**config.mk**
```make
export PLATFORM = sky130hd
export DESIGN_NAME = rcap_top
export DESIGN_NICKNAME = d
export VERILOG_FILES = /design/src/rcap_pkg.sv /design/src/rcap_addr_chk.sv /design/src/rcap_top.sv
export SDC_FILE = /design/constraint.sdc
export NUM_CORES = 1
export LEC_CHECK = 0
export BUFFER_PORTS_ARGS = -buffer_cell sky130_fd_sc_hd__buf_4
export CAP_MARGIN = 30
export CORE_ASPECT_RATIO = 1.5
export CORE_MARGIN = 1
export CORE_UTILIZATION = 45
export DETAILED_ROUTE_END_ITERATION = 16
export PLACE_DENSITY = 0.85
export SLEW_MARGIN = 20
export SYNTH_ARGS = -nofsm -noshare
export SYNTH_HDL_FRONTEND = slang
export SYNTH_HIERARCHICAL = 1
export SYNTH_SLANG_ARGS = --single-unit
export TNS_END_PERCENT = 5
```
**constraint.sdc**
```tcl
create_clock -name sys_clk_i -period 6.55 [get_ports sys_clk_i]
set_input_delay 0.9825 -clock sys_clk_i [delete_from_list [all_inputs] [get_ports sys_clk_i]]
set_output_delay 0.9825 -clock sys_clk_i [all_outputs]
set_load 0.005 [all_outputs]
```
**src/rcap_pkg.sv**
```systemverilog
package rcap_pkg;

  // ************************************************************
  // bus map
  // ************************************************************
  localparam int APB_AW = 12;
  localparam logic [11:0] OFS_CAP_LO = 12'h008;
  localparam logic [11:0] OFS_CAP_HI = 12'h00c;
  localparam logic [11:0] OFS_CTRL = 12'h020;
  localparam logic [11:0] OFS_STAT = 12'h024;

  // ************************************************************
  // capability field positions
  // ************************************************************
  localparam int MASK_LSB = 48;
  localparam int NFR_LSB = 40;
  localparam int PSI_BIT = 39;
  localparam int SPS_LSB = 34;
  localparam int FRO_LSB = 24;
  localparam int ISO_BIT = 23;
  localparam int ZLR_BIT = 22;
  localparam int MAX_GUEST_WIDTH_LSB = 16;
  localparam int SUPPORTED_ADJUSTED_WIDTHS_LSB = 8;
  localparam int CM_BIT = 7;

  // ************************************************************
  // capability field values
  // ************************************************************
  localparam logic [5:0] MAX_MASK_VAL = 6'h09;
  localparam logic [7:0] NFR_VAL = 8'h00;
  localparam logic PSI_VAL = 1'b1;
  localparam logic [3:0] SPS_VAL = 4'h0;
  localparam logic [9:0] FRO_VAL = 10'h020;
  localparam logic ISO_VAL = 1'b1;
  localparam logic ZLR_VAL = 1'b1;
  localparam logic [5:0] MAX_GUEST_WIDTH_VAL = 6'h23;
  localparam logic [4:0] SUPPORTED_ADJUSTED_WIDTHS_VAL = 5'h02;
  localparam logic CM_VAL = 1'b0;
  // first fault record sits at base plus sixteen times the offset
  localparam logic [13:0] FRO_BYTES = {FRO_VAL, 4'h0};

  localparam logic [63:0] CAP_VALUE =
    (64'(MAX_MASK_VAL) << MASK_LSB) |
    (64'(NFR_VAL) << NFR_LSB) |
    (64'(PSI_VAL) << PSI_BIT) |
    (64'(SPS_VAL) << SPS_LSB) |
    (64'(FRO_VAL) << FRO_LSB) |
    (64'(ISO_VAL) << ISO_BIT) |
    (64'(ZLR_VAL) << ZLR_BIT) |
    (64'(MAX_GUEST_WIDTH_VAL) << MAX_GUEST_WIDTH_LSB) |
    (64'(SUPPORTED_ADJUSTED_WIDTHS_VAL) << SUPPORTED_ADJUSTED_WIDTHS_LSB) |
    (64'(CM_VAL) << CM_BIT);

  // ************************************************************
  // adjusted widths, control and status
  // ************************************************************
  localparam int ADJUSTED_GUEST_WIDTH_N = 5;
  localparam logic [6:0] ADJUSTED_GUEST_WIDTH_W0 = 7'h1e;
  localparam logic [6:0] ADJUSTED_GUEST_WIDTH_W1 = 7'h27;
  localparam logic [6:0] ADJUSTED_GUEST_WIDTH_W2 = 7'h30;
  localparam logic [6:0] ADJUSTED_GUEST_WIDTH_W3 = 7'h39;
  localparam logic [6:0] ADJUSTED_GUEST_WIDTH_W4 = 7'h40;
  localparam int CTRL_EN_BIT = 0;
  localparam int CTRL_CLR_BIT = 1;
  localparam logic CTRL_EN_RST = 1'b1;
  localparam int CNT_W = 16;
  localparam int STAT_LAST_BIT = 16;

endpackage

```
**src/rcap_addr_chk.sv**
```systemverilog
`timescale 1ns/1ps
module rcap_addr_chk
  import rcap_pkg::*;
(
  // clock and reset
  input wire logic sys_clk_i,
  input wire logic rst_i,
  // control
  input wire logic adjusted_guest_width_en_i,
  // request
  input wire logic req_valid_i,
  input wire logic [63:0] req_addr_i,
  input wire logic [2:0] req_adjusted_guest_width_i,
  // result
  output logic rsp_valid_o,
  output logic rsp_block_o,
  output logic [6:0] rsp_width_o
);

  typedef struct packed {
    logic valid;
    logic block;
    logic [6:0] width;
  } rcap_chk_t;

  rcap_chk_t s_r;
  rcap_chk_t s_nxt;

  function automatic logic [6:0] adjusted_guest_width_width(input logic [2:0] idx);
    case (idx)
      3'h0: adjusted_guest_width_width = ADJUSTED_GUEST_WIDTH_W0;
      3'h1: adjusted_guest_width_width = ADJUSTED_GUEST_WIDTH_W1;
      3'h2: adjusted_guest_width_width = ADJUSTED_GUEST_WIDTH_W2;
      3'h3: adjusted_guest_width_width = ADJUSTED_GUEST_WIDTH_W3;
      default: adjusted_guest_width_width = ADJUSTED_GUEST_WIDTH_W4;
    endcase
  endfunction

  function automatic logic above(input logic [63:0] a,
                                 input logic [6:0] w);
    above = |(a >> w);
  endfunction

  logic [6:0] max_guest_width_w;
  logic [6:0] adjusted_guest_width_w;
  logic [6:0] eff_w;
  logic adjusted_guest_width_ok;

  always_comb
  begin
    max_guest_width_w = 7'({1'b0, MAX_GUEST_WIDTH_VAL}) + 7'h01;
    adjusted_guest_width_w = adjusted_guest_width_width(req_adjusted_guest_width_i);
    // unadvertised widths are refused, not guessed
    adjusted_guest_width_ok = (req_adjusted_guest_width_i < 3'(ADJUSTED_GUEST_WIDTH_N)) && SUPPORTED_ADJUSTED_WIDTHS_VAL[req_adjusted_guest_width_i];
    eff_w = (adjusted_guest_width_w < max_guest_width_w) ? adjusted_guest_width_w : max_guest_width_w;
    s_nxt = s_r;
    s_nxt.valid = req_valid_i;
    if (req_valid_i)
    begin
      if (adjusted_guest_width_en_i)
      begin
        s_nxt.block = above(req_addr_i, eff_w) | ~adjusted_guest_width_ok;
        s_nxt.width = eff_w;
      end
      else
      begin
        s_nxt.block = above(req_addr_i, max_guest_width_w);
        s_nxt.width = max_guest_width_w;
      end
    end
  end

  always_ff @(posedge sys_clk_i)
  begin
    if (rst_i)
      s_r <= '0;
    else
      s_r <= s_nxt;
  end

  assign rsp_valid_o = s_r.valid;
  assign rsp_block_o = s_r.block;
  assign rsp_width_o = s_r.width;

endmodule

```
**src/rcap_top.sv**
```systemverilog
// Design decisions made here: the APB slave port and the register offsets.
`timescale 1ns/1ps
module rcap_top
  import rcap_pkg::*;
(
  // clock and reset
  input wire logic sys_clk_i,
  input wire logic rst_i,
  // apb slave
  input wire logic psel_i,
  input wire logic penable_i,
  input wire logic pwrite_i,
  input wire logic [APB_AW-1:0] paddr_i,
  input wire logic [31:0] pwdata_i,
  input wire logic [3:0] pstrb_i,
  output logic pready_o,
  output logic [31:0] prdata_o,
  output logic pslverr_o,
  // remap address check
  input wire logic chk_valid_i,
  input wire logic [63:0] chk_addr_i,
  input wire logic [2:0] chk_adjusted_guest_width_i,
  output logic chk_done_o,
  output logic chk_block_o,
  output logic [6:0] chk_width_o
);

  // ************************************************************
  // state
  // ************************************************************
  typedef struct packed {
    logic [31:0] rdata;
    logic slverr;
    logic adjusted_guest_width_en;
    logic [CNT_W-1:0] blk_cnt;
    logic last_block;
  } rcap_state_t;

  rcap_state_t s_r;
  rcap_state_t s_nxt;

  logic rsp_valid;
  logic rsp_block;
  logic [6:0] rsp_width;

  // ************************************************************
  // decode helpers
  // ************************************************************
  function automatic logic is_map(input logic [APB_AW-1:0] a);
    is_map = (a == OFS_CAP_LO) || (a == OFS_CAP_HI) ||
             (a == OFS_CTRL) || (a == OFS_STAT);
  endfunction

  function automatic logic [31:0] cap_word(input logic hi);
    cap_word = hi ? CAP_VALUE[63:32] : CAP_VALUE[31:0];
  endfunction

  // ************************************************************
  // capability fields
  // ************************************************************
  // count minus one field
  logic [7:0] nfr_f;
  // eight bits cap it at 256
  logic [8:0] nfr_total;
  logic psi_f;
  logic [3:0] sps_f;
  logic [9:0] fro_f;
  logic iso_f;
  logic zlr_f;
  logic [5:0] max_guest_width_f;
  logic [4:0] supported_adjusted_widths_f;
  logic cm_f;
  logic [5:0] mask_f;

  assign nfr_f = CAP_VALUE[NFR_LSB +: 8];
  assign nfr_total = 9'({1'b0, nfr_f}) + 9'h001;
  assign psi_f = CAP_VALUE[PSI_BIT];
  assign sps_f = CAP_VALUE[SPS_LSB +: 4];
  assign fro_f = CAP_VALUE[FRO_LSB +: 10];
  assign iso_f = CAP_VALUE[ISO_BIT];
  assign zlr_f = CAP_VALUE[ZLR_BIT];
  assign max_guest_width_f = CAP_VALUE[MAX_GUEST_WIDTH_LSB +: 6];
  assign supported_adjusted_widths_f = CAP_VALUE[SUPPORTED_ADJUSTED_WIDTHS_LSB +: 5];
  assign cm_f = CAP_VALUE[CM_BIT];
  assign mask_f = CAP_VALUE[MASK_LSB +: 6];

  // ************************************************************
  // address check
  // ************************************************************
  // checker enforces max width
  rcap_addr_chk u_chk (
    .sys_clk_i(sys_clk_i),
    .rst_i(rst_i),
    .adjusted_guest_width_en_i(s_r.adjusted_guest_width_en),
    .req_valid_i(chk_valid_i),
    .req_addr_i(chk_addr_i),
    .req_adjusted_guest_width_i(chk_adjusted_guest_width_i),
    .rsp_valid_o(rsp_valid),
    .rsp_block_o(rsp_block),
    .rsp_width_o(rsp_width)
  );

  // ************************************************************
  // register file
  // ************************************************************
  logic setup;
  logic access;
  logic wr_ctrl;
  logic clr_cnt;

  always_comb
  begin
    setup = psel_i & ~penable_i;
    access = psel_i & penable_i;
    wr_ctrl = access & pwrite_i & (paddr_i == OFS_CTRL) & pstrb_i[0];
    clr_cnt = wr_ctrl & pwdata_i[CTRL_CLR_BIT];
    s_nxt = s_r;
    // read data latched in setup, so prdata leaves a flop
    if (setup)
    begin
      s_nxt.slverr = ~is_map(paddr_i);
      s_nxt.rdata = 32'h0000_0000;
      if (!pwrite_i)
      begin
        case (paddr_i)
          OFS_CAP_LO: s_nxt.rdata = cap_word(1'b0);
          OFS_CAP_HI: s_nxt.rdata = cap_word(1'b1);
          OFS_CTRL:
            s_nxt.rdata[CTRL_EN_BIT] = s_r.adjusted_guest_width_en;
          OFS_STAT:
          begin
            s_nxt.rdata[CNT_W-1:0] = s_r.blk_cnt;
            s_nxt.rdata[STAT_LAST_BIT] = s_r.last_block;
          end
          default: s_nxt.rdata = 32'h0000_0000;
        endcase
      end
    end
    if (wr_ctrl)
      s_nxt.adjusted_guest_width_en = pwdata_i[CTRL_EN_BIT];
    if (clr_cnt)
      s_nxt.blk_cnt = '0;
    // a block in the clear cycle still counts
    if (rsp_valid)
    begin
      s_nxt.last_block = rsp_block;
      if (rsp_block && (s_nxt.blk_cnt != '1))
        s_nxt.blk_cnt = s_nxt.blk_cnt + CNT_W'(1);
    end
  end

  always_ff @(posedge sys_clk_i)
  begin
    if (rst_i)
    begin
      s_r <= '0;
      s_r.adjusted_guest_width_en <= CTRL_EN_RST;
    end
    else
      s_r <= s_nxt;
  end

  // ************************************************************
  // outputs
  // ************************************************************
  // one wait-free access phase
  assign pready_o = psel_i & penable_i;
  assign prdata_o = s_r.rdata;
  assign pslverr_o = s_r.slverr & psel_i & penable_i;
  assign chk_done_o = rsp_valid;
  assign chk_block_o = rsp_block;
  assign chk_width_o = rsp_width;

endmodule

```
# ---- Word level (Yosys, flattened, before mapping)
# Memories as Yosys holds them, arrays and structs flattened.
# Index checks and enable logic that the tools add are counted.
# Widths: inputs -> output; s select.
dict set report totals {
  ff_bits 60
  latchBits 0
  mem_bits_rw 0
  mem_bits_ro 8
  word_cells 53
  memories 1
}
dict set report classes {
  add_sub_neg 1
  mul 0
  div_mod_pow 0
  order_cmp 3
  eq_ne 8
  shift 1
  n_mux 11
  bitwise_logic 12
  reduce_logical 8
}
# memory words width rd rd_clocked_by_memory_dff wr line
set mem_list {}
lappend mem_list {{(no name shown)} 8 1 1 0 0 rcap_addr_chk.sv:54} ;# adjusted_guest_width_ok = (req_adjusted_guest_width_i < 3'(ADJUSTED_GUEST_WIDTH_N)) && SUPPORTED_ADJUSTED_WIDT ...
# cell n
set ops {}
lappend ops {{$reduce_or 64->1} 1}
lappend ops {{$shr 64x7->64} 1}
lappend ops {{$pmux 16 s3} 1}
lappend ops {{$mux 16} 2}
lappend ops {{$mux 30} 1}
lappend ops {{$pmux 7 s4} 1}
lappend ops {{$reduce_or 28->1} 1}
lappend ops {{$pmux 13 s2} 1}
lappend ops {{$eq 12x4->1 const B} 2}
lappend ops {{$eq 12x6->1 const B} 2}
lappend ops {{$mux 17} 1}
lappend ops {{$add 16x1->16 const B} 1}
lappend ops {{$ne 16x16->1 const B} 1}
lappend ops {{$and 1x1->1} 8}
lappend ops {{$mux 8} 1}
lappend ops {{$lt 7x6->1 const B} 1}
lappend ops {{$mux 7} 1}
lappend ops {{$eq 3x2->1 const B} 2}
lappend ops {{$lt 3x4->1 const B} 1}
lappend ops {{$eq 3x1->1 const B} 1}
lappend ops {{$logic_not 3->1} 1}
lappend ops {{$logic_or 1x1->1} 3}
lappend ops {{$lt 3x3->1 const B} 1}
lappend ops {{$not 1->1} 3}
lappend ops {{4 further kinds} 5}

# ---- Logic depth before layout (Yosys ltp)
# Gate-level depths: netlist (run 1).
dict set report logic_depth {
  ltp_word 10
  mapped_depth 11
  ltp_nobuf 10
}

# ---- Cells and area by module
# Netlist (run 1), hierarchy kept.
# module n_inst cells_each area_each_um2
set modules_own_cells {}
lappend modules_own_cells {rcap_top 1 227 1979.4}
lappend modules_own_cells {rcap_addr_chk 1 42 382.9}

# ---- Worst setup path before layout (run 1)
# No wires, ideal clock.
dict set report synth_path {
  path_type {in2reg}
  from {input paddr_i[5]}
  to {register s_r[9] in the netlist's numbering}
  setup_time_ps 114
  t_arrival_ps 2982
  path_slack_ps 3453
  path_stages 11
  path_buffers 1
  cell_sequence {nor2b_1 and3_1 nand4_2 and2_1 ha_1 nand4_4 or4_4 buf_6 o2111ai_2 xor2_1 nor2_1}
}
dict set report synth_between {
  elab_chain_cells 9
  elab_cells_between_ends 10
  cone_classes {1 x add/sub; 2 x eq/ne; 3 x mux; 3 x bitwise; 1 x reduce/logical}
}
# element line
set synth_rtl {}
lappend synth_rtl {{start: declaration} rcap_top.sv:13} ;# input wire logic [APB_AW-1:0] paddr_i,
lappend synth_rtl {{$eq 12x6->1 (*)} rcap_top.sv:115} ;# wr_ctrl = access & pwrite_i & (paddr_i == OFS_CTRL) & pstrb_i[0];
lappend synth_rtl {{$and 1x1->1 (*) (2 in a row)} rcap_top.sv:115}
lappend synth_rtl {{$and 1x1->1 (*)} rcap_top.sv:116} ;# clr_cnt = wr_ctrl & pwdata_i[CTRL_CLR_BIT];
lappend synth_rtl {{$mux 16 (*)} rcap_top.sv:141} ;# if (clr_cnt)
lappend synth_rtl {{parallel branches: the longest is 3 deep, another holds $add 16x1->16} n/a}
lappend synth_rtl {{$mux 17 (*)} rcap_top.sv:144} ;# if (rsp_valid)
lappend synth_rtl {{end signal: assignment} rcap_top.sv:160} ;# s_r <= s_nxt;
lappend synth_rtl {{end: declaration} rcap_top.sv:39} ;# rcap_state_t s_r;
# Every way passes the cells marked *.
# A chain may end at the register's enable or synchronous reset.

# ---- Worst setup path after layout (run 1)
dict set report layout_path {
  from {input paddr_i[5]}
  to {register s_r[6] in the netlist's numbering}
}
# The elaborated chain is that of the path after synthesis.

==> summary.txt, run 1 <==
Status
  – Status: finished clean

Logic synthesis
  – Post-synth top cells: dfxtp_1, nor2_1, buf_4
  – Library cells used by synthesis: 46
  – Async SR Flop Fraction: 0%
  – Leading area contributor after synthesis: dfxtp_1
  – Most common cell in the netlist: dfxtp_1
  – Syn Inst Count: 269
  – Sequential share of the synthesized area: 39.8%
  – EDFF count, synth: 0
  – Top cells by area in the synthesized netlist: dfxtp_1, buf_4, nor2_1
  – Synth top area share: approximately 40%
  – #FFs+latches synth: between 40 and 50
  – Post-Syn Area: between 2000 and 2500 um^2
  – Mean post-synth cell area: 8.78 um^2
  – Synth Flop Type: dfxtp_1
  – Synth warnings: 6

Placed design
  – Hpwl dp: between 3 and 4 mm
  – Port Buffers: 85
  – GPL Wtd Cong: roughly 0.9
  – Dpl cells: approximately 390
  – Placement Cell Area: between 2000 and 3000 um^2
  – Dpl ws: around 3200 ps

Timing
  – Setup TNS: 0 ps
  – Fin. Hold Viols: 0
  – Worst clock skew: ~11 ps
  – Crit share post-route: a little under half
  – Final setup viols: 0
  – Least-Margin Pin Slew: 781 ps
  – Minimum clock period: around 3000 ps
  – Normalized max-slew margin: a little under half
  – Final Max Slew Viols: 0
  – Hold_ws: 461 ps
  – Highest Clock Rate: 0.325 GHz
  – Final worst slack: between 3000 and 4000 ps
  – RSZ-0062 raised after global routing: no

Detailed routing
  – Vias: roughly 2,100
  – Initial DRT Pass Iterations: 4
  – Routed Antenna Nets: 0
  – Routed WL per cell: about 13 um
  – Initial drt markers: 95
  – DRC viols: 0
  – Final wirelength: between 5 and 6 mm
  – Vias per cell: roughly 5.3

Min path
  – Hold Path Stages: 2
  – Worst Hold Class: reg2reg

Worst setup path
  – Reg2Reg Depth: 7
  – CP Data Required Time: ~6700 ps
  – Critical path class: in2reg
  – Critical Path AT: roughly 3300 ps
  – Crit end category: flip-flop
  – Startpoint types: input port
  – Critical-path maximum fanout: 9

Floorplanning
  – Initial core utilization: 48.0%
  – Die H: between 90 and 100 um
  – Core Box Area: 4930 um^2
  – # rows: 31
  – IO Count: 164
  – Area of the die: about 5500 um^2
  – Chip width: 61.2 um

Global routing
  – Global-route wire length before repair: between 8 and 9 mm
  – Vias in the first global route: just under 2,000
  – Total GRT Usage: between 10% and 20%
  – GRT Residual Overflow: 0
  – Initial antenna violation count: 0
  – Largest net degree at the start of global routing: 36

CTS
  – Clk sink count: 47
  – CTS Hold Bufs: 0
  – CTS root buf: clkbuf_8
  – Clk buf depth: 2
  – Post-CTS Setup Inserts: 0
  – Worst-path clk slew: 90 ps
  – CTS buffer count: 5
  – H-tree depth: 2
  – Later-pin clock latency in the skew report: 300 ps
  – CTS resizes: 0
  – CTS tree: yes

Final layout
  – Area grow syn2layout: 23.7%
  – Fin area: a little under 3000 um^2
  – Layout cells sized above 1: about a third
  – Fin util: roughly 60%
  – Final net count: roughly 450
  – Non-Filler Instances: approximately 400
  – Ant diodes: 0

Flow run
  – Total of max-cap violations: 0

Pwr
  – Maximum vdd drop: around 0.12 mV
  – Pwr dens: about 190 nW/um^2
  – Pwr Total: 0.550 mW
  – Lkg Pwr: 1.21 nW
[placed cells by master, fill, tap and decap left out, types with 5 or more instances in the layout]
cell type,count
buf_4,85
dfxtp_1,47
nor2_1,43
a22oi_1,14
nand2_1,13
nand4_1,11
nor3_1,10
a21oi_1,9
conb_1,9
and3_1,7
and2_1,6
nand2b_1,6
xor2_1,6
nand3_1,5
clkbuf_8,5
[power by group]
group	switching [mW]	internal, mW
registers	0.00283	0.289
logic	0.0207	0.0290
clock network	0.0958	0.114
total	0.119	0.431
[path summary, 6_finish.rpt]
check	startpoint	to	slack (ps)
worst max-delay path	paddr_i[5]	s_r[6]$_SDFF_PP0_	3470
worst min-delay path	prdata_o[19]$_SDFFE_PP0P_	prdata_o[19]$_SDFFE_PP0P_	460
worst max register to register	s_r[1]$_SDFF_PP0_	s_r[6]$_SDFF_PP0_	4410
worst min register to register	prdata_o[19]$_SDFFE_PP0P_	prdata_o[19]$_SDFFE_PP0P_	460
[logic make-up (layout without fill, tap and decap cells)]
logic type | count (synthesis) | count (layout) | synth area share (%)
compound gates | 40 | 40 | 12.4
xor+xnor | 10 | 10 | 3.71
fa+ha+maj | 1 | 1 | 0.530
buf+inv | 45 | 95 | 13.1
flops | 47 | 47 | 39.8
mux | 1 | 1 | 0.477
other cells | 1 | 9 | 0.159
simple gates | 124 | 124 | 29.7
[metal layers]
metal,part of all wire [%],wire [um],vias up,global-route usage [%]
met1,39,1960,985,19.3
met2,55,2780,72,33.5
met5,0,0,-,0
met4,0.72,36,0,4.92
met3,4.9,247,4,4.58
li1,-,-,1028,-
[final cells by class]
type / count / area (um^2)
inverter: 2 / 7.51
multi-input combinational: 185 / 1140
sequential: 47 / 941
timing repair buffer: 85 / 638
tap: 66 / 82.6
clock buffer: 5 / 68.8
clock inverter: 3 / 43.8
fill: 434 / 2000
[registers in the layout, indices dropped and copies added (netlist names)]
| signal | count |
|---|---|
| prdata_o | 19 |
| s_r | 19 |
| u_chk/rsp_width_o | 7 |
| u_chk/rsp_block_o | 1 |
| u_chk/rsp_valid_o | 1 |
[critical path, cell delays in order]
cell and delay [ps]:
buf_4 120, nor2b_1 130, and3_1 190, nand4_2 170, and2_1 210, ha_1 270, nand4_4 170, or4_4 600
o211ai_2 190, xor2_1 180, nor2_1 50
(Power assumes the default switching activity.)
==> inputs of run 2 (changes only) <==
Settings changed: CORE_UTILIZATION 45 to 37, PLACE_DENSITY 0.85 to 0.75.
Clock period 6.55 ns to 2.75 ns, I/O delays scaled along.
==> summary.txt, run 2 (synthesized netlist as in run 1, its figures left out) <==
Pwr
  – Lkg Pwr: 1.21 nW (about the same)
  – Maximum vdd drop: 0.206 mV (was 0.124 mV)
  – Pwr Total: 1.21 mW (was 0.550 mW)
  – Pwr dens: 414 nW/um^2 (was 188 nW/um^2)

Detailed routing
  – DRC viols: 0 (unchanged)
  – Vias per cell: 5.03 (was 5.32)
  – Initial drt markers: 101 (was 95)
  – Routed Antenna Nets: 0 (unchanged)
  – Vias: 2,021 (was 2,089)
  – Routed WL per cell: 12.7 um (was 12.8 um)
  – Final wirelength: 5.09 mm (was 5.03 mm)
  – Initial DRT Pass Iterations: 4 (unchanged)

CTS
  – CTS tree: yes (unchanged)
  – Clk buf depth: 2 (unchanged)
  – Post-CTS Setup Inserts: 0 (unchanged)
  – CTS root buf: clkbuf_8 (unchanged)
  – Later-pin clock latency in the skew report: 300 ps (about the same)
  – CTS Hold Bufs: 0 (unchanged)
  – Worst-path clk slew: 80 ps (was 90 ps)
  – H-tree depth: 2 (unchanged)
  – CTS buffer count: 5 (unchanged)
  – Clk sink count: 47 (unchanged)
  – CTS resizes: 0 (unchanged)

Timing
  – Final Max Slew Viols: 0 (unchanged)
  – Crit share post-route: around 86%
  – Minimum clock period: around 2400 ps
  – Normalized max-slew margin: 59.1% (was 47.9%)
  – Setup TNS: 0 ps (unchanged)
  – Fin. Hold Viols: 0 (unchanged)
  – Worst clock skew: 9.28 ps (was 10.5 ps)
  – Final setup viols: 0 (unchanged)
  – Final worst slack: 398 ps (was 3470 ps)
  – Least-Margin Pin Slew: 610 ps (was 781 ps)
  – Highest Clock Rate: about 0.43 GHz
  – RSZ-0062 raised after global routing: no (unchanged)

Min path
  – Hold Path Stages: 2 (unchanged)
  – Worst Hold Class: in2reg (was reg2reg)
  – Min-delay src: pwdata_i[0] (was prdata_o[19]$_SDFFE_PP0P_)

Global routing
  – GRT Residual Overflow: 0 (unchanged)
  – Total GRT Usage: 15.1% (was 18.2%)
  – Global-route wire length before repair: 7.89 mm (was 8.00 mm)
  – Largest net degree at the start of global routing: 36 (unchanged)
  – Initial antenna violation count: 0 (unchanged)
  – Vias in the first global route: 1,775 (was 1,946)

Floorplanning
  – Core Box Area: 6170 um^2 (was 4930 um^2)
  – IO Count: 164 (unchanged)
  – Initial core utilization: 38.3% (was 48.0%)
  – # rows: 35 (was 31)
  – Area of the die: 6710 um^2 (was 5550 um^2)
  – Die H: 99.9 um (was 90.7 um)
  – Chip width: 67.2 um (was 61.2 um)

Worst setup path
  – Critical Path AT: 2550 ps (was 3270 ps)
  – Reg-to-reg startpoint: s_r[1]$_SDFF_PP0_ (unchanged)
  – Crit end category: flip-flop (unchanged)
  – Crit path launch: paddr_i[5] (unchanged)
  – Critical Path End: s_r[9]$_SDFF_PP0_ (was s_r[6]$_SDFF_PP0_)
  – Reg2reg setup slack: 650 ps (was 4410 ps)
  – Startpoint types: input port (unchanged)
  – Critical-path maximum fanout: 6 (was 9)
  – Critical path class: in2reg (unchanged)
  – Worst R2R End: s_r[9]$_SDFF_PP0_ (was s_r[6]$_SDFF_PP0_)
  – Reg2Reg Depth: 7 (unchanged)
  – CP Data Required Time: 2940 ps (was 6740 ps)

Final layout
  – Layout cells sized above 1: 32.6% (was 32.4%)
  – Footprint of the multi-input gates: 1140 um^2 (unchanged)
  – Most common cell after layout, fill and taps aside: buf_4 (unchanged)
  – # fillers: 605 (was 434)
  – Storage cell area: 941 um^2 (unchanged)
  – Most frequent cells in the layout: buf_4, dfxtp_1, nor2_1, a22oi_1, nand2_1 (unchanged)
  – Final net count: 450 (was 448)
  – Area grow syn2layout: 23.5% (was 23.7%)
  – Ant diodes: 0 (unchanged)

Status
  – Status: finished clean (unchanged)

Placed design
  – GPL Wtd Cong: 0.784 (was 0.901)
  – Dpl ws: 98.2 ps (was 3170 ps)
  – Hpwl dp: 4.03 mm (was 3.91 mm)
  – Port Buffers: 85 (unchanged)

Flow run
  – Total of max-cap violations: 0 (unchanged)
## run 2: cell count changes in the layout (fill, tap and decap cells not counted), sizes merged
| cell | previous run | this run |
|---|---|---|
| bufinv | 1 | 0 |
| buf | 85 | 87 |
## run 2: stage by stage
stage,hold WS (ps),util [%],instances,area [um^2]
6_report,343,47.3,402,2920
5_1_grt,338,47.3,402,2920
4_1_cts,339,47.3,402,2920
3_5_place_dp,452,45.9,395,2840
3_3_place_gp,449,45.9,395,2840
2_1_floorplan,437,-,277,2390
## run 2: worst min path at each step
stage	slack, ps	end
after floorplan	440	prdata_o[19]$_SDFFE_PP0P_
after global placement	450	prdata_o[19]$_SDFFE_PP0P_
after detailed placement	450	prdata_o[19]$_SDFFE_PP0P_
after CTS	340	s_r[17]$_SDFFE_PP1N_
after global routing	340	s_r[17]$_SDFFE_PP1N_
final	340	s_r[17]$_SDFFE_PP1N_
## run 2: worst max-delay path: stages
cell	delay (ps)
buf_4	120
nor2b_1	120
and3_1	180
nand4_2	90
and2_1	170
ha_1	250
nand4_4	170
or4_4	600
o2111ai_2	210
xor2_1	170
nor2_1	50
## run 2: routing by layer
layer | wire, um | GRT usage, % | part of all wire [%] | up-vias
li1 | - | - | - | 1034
met1 | 2090 | 17.7 | 41 | 942
met2 | 2750 | 26.5 | 54 | 39
met3 | 161 | 2.27 | 3.2 | 6
met4 | 83 | 6.38 | 1.6 | 0
met5 | 0 | 0 | 0 | -
## run 2: cell type report
type	instances	area share (%)
multi-input cells	185	39.1
clock buffers	5	2.36
clock inverters	2	0.472
flip-flops and latches	47	32.2
inverters	2	0.257
repair buffers	87	22.4
well taps	74	3.17
## run 2: where the power goes
| group | total [mW] | leakage [nW] | switching [mW] | internal (mW) |
|---|---|---|---|---|
| logic | 0.121 | 0.782 | 0.0506 | 0.0701 |
| registers | 0.693 | 0.380 | 0.00619 | 0.687 |
| clock network | 0.394 | 0.0440 | 0.221 | 0.174 |
| total | 1.21 | 1.21 | 0.277 | 0.931 |
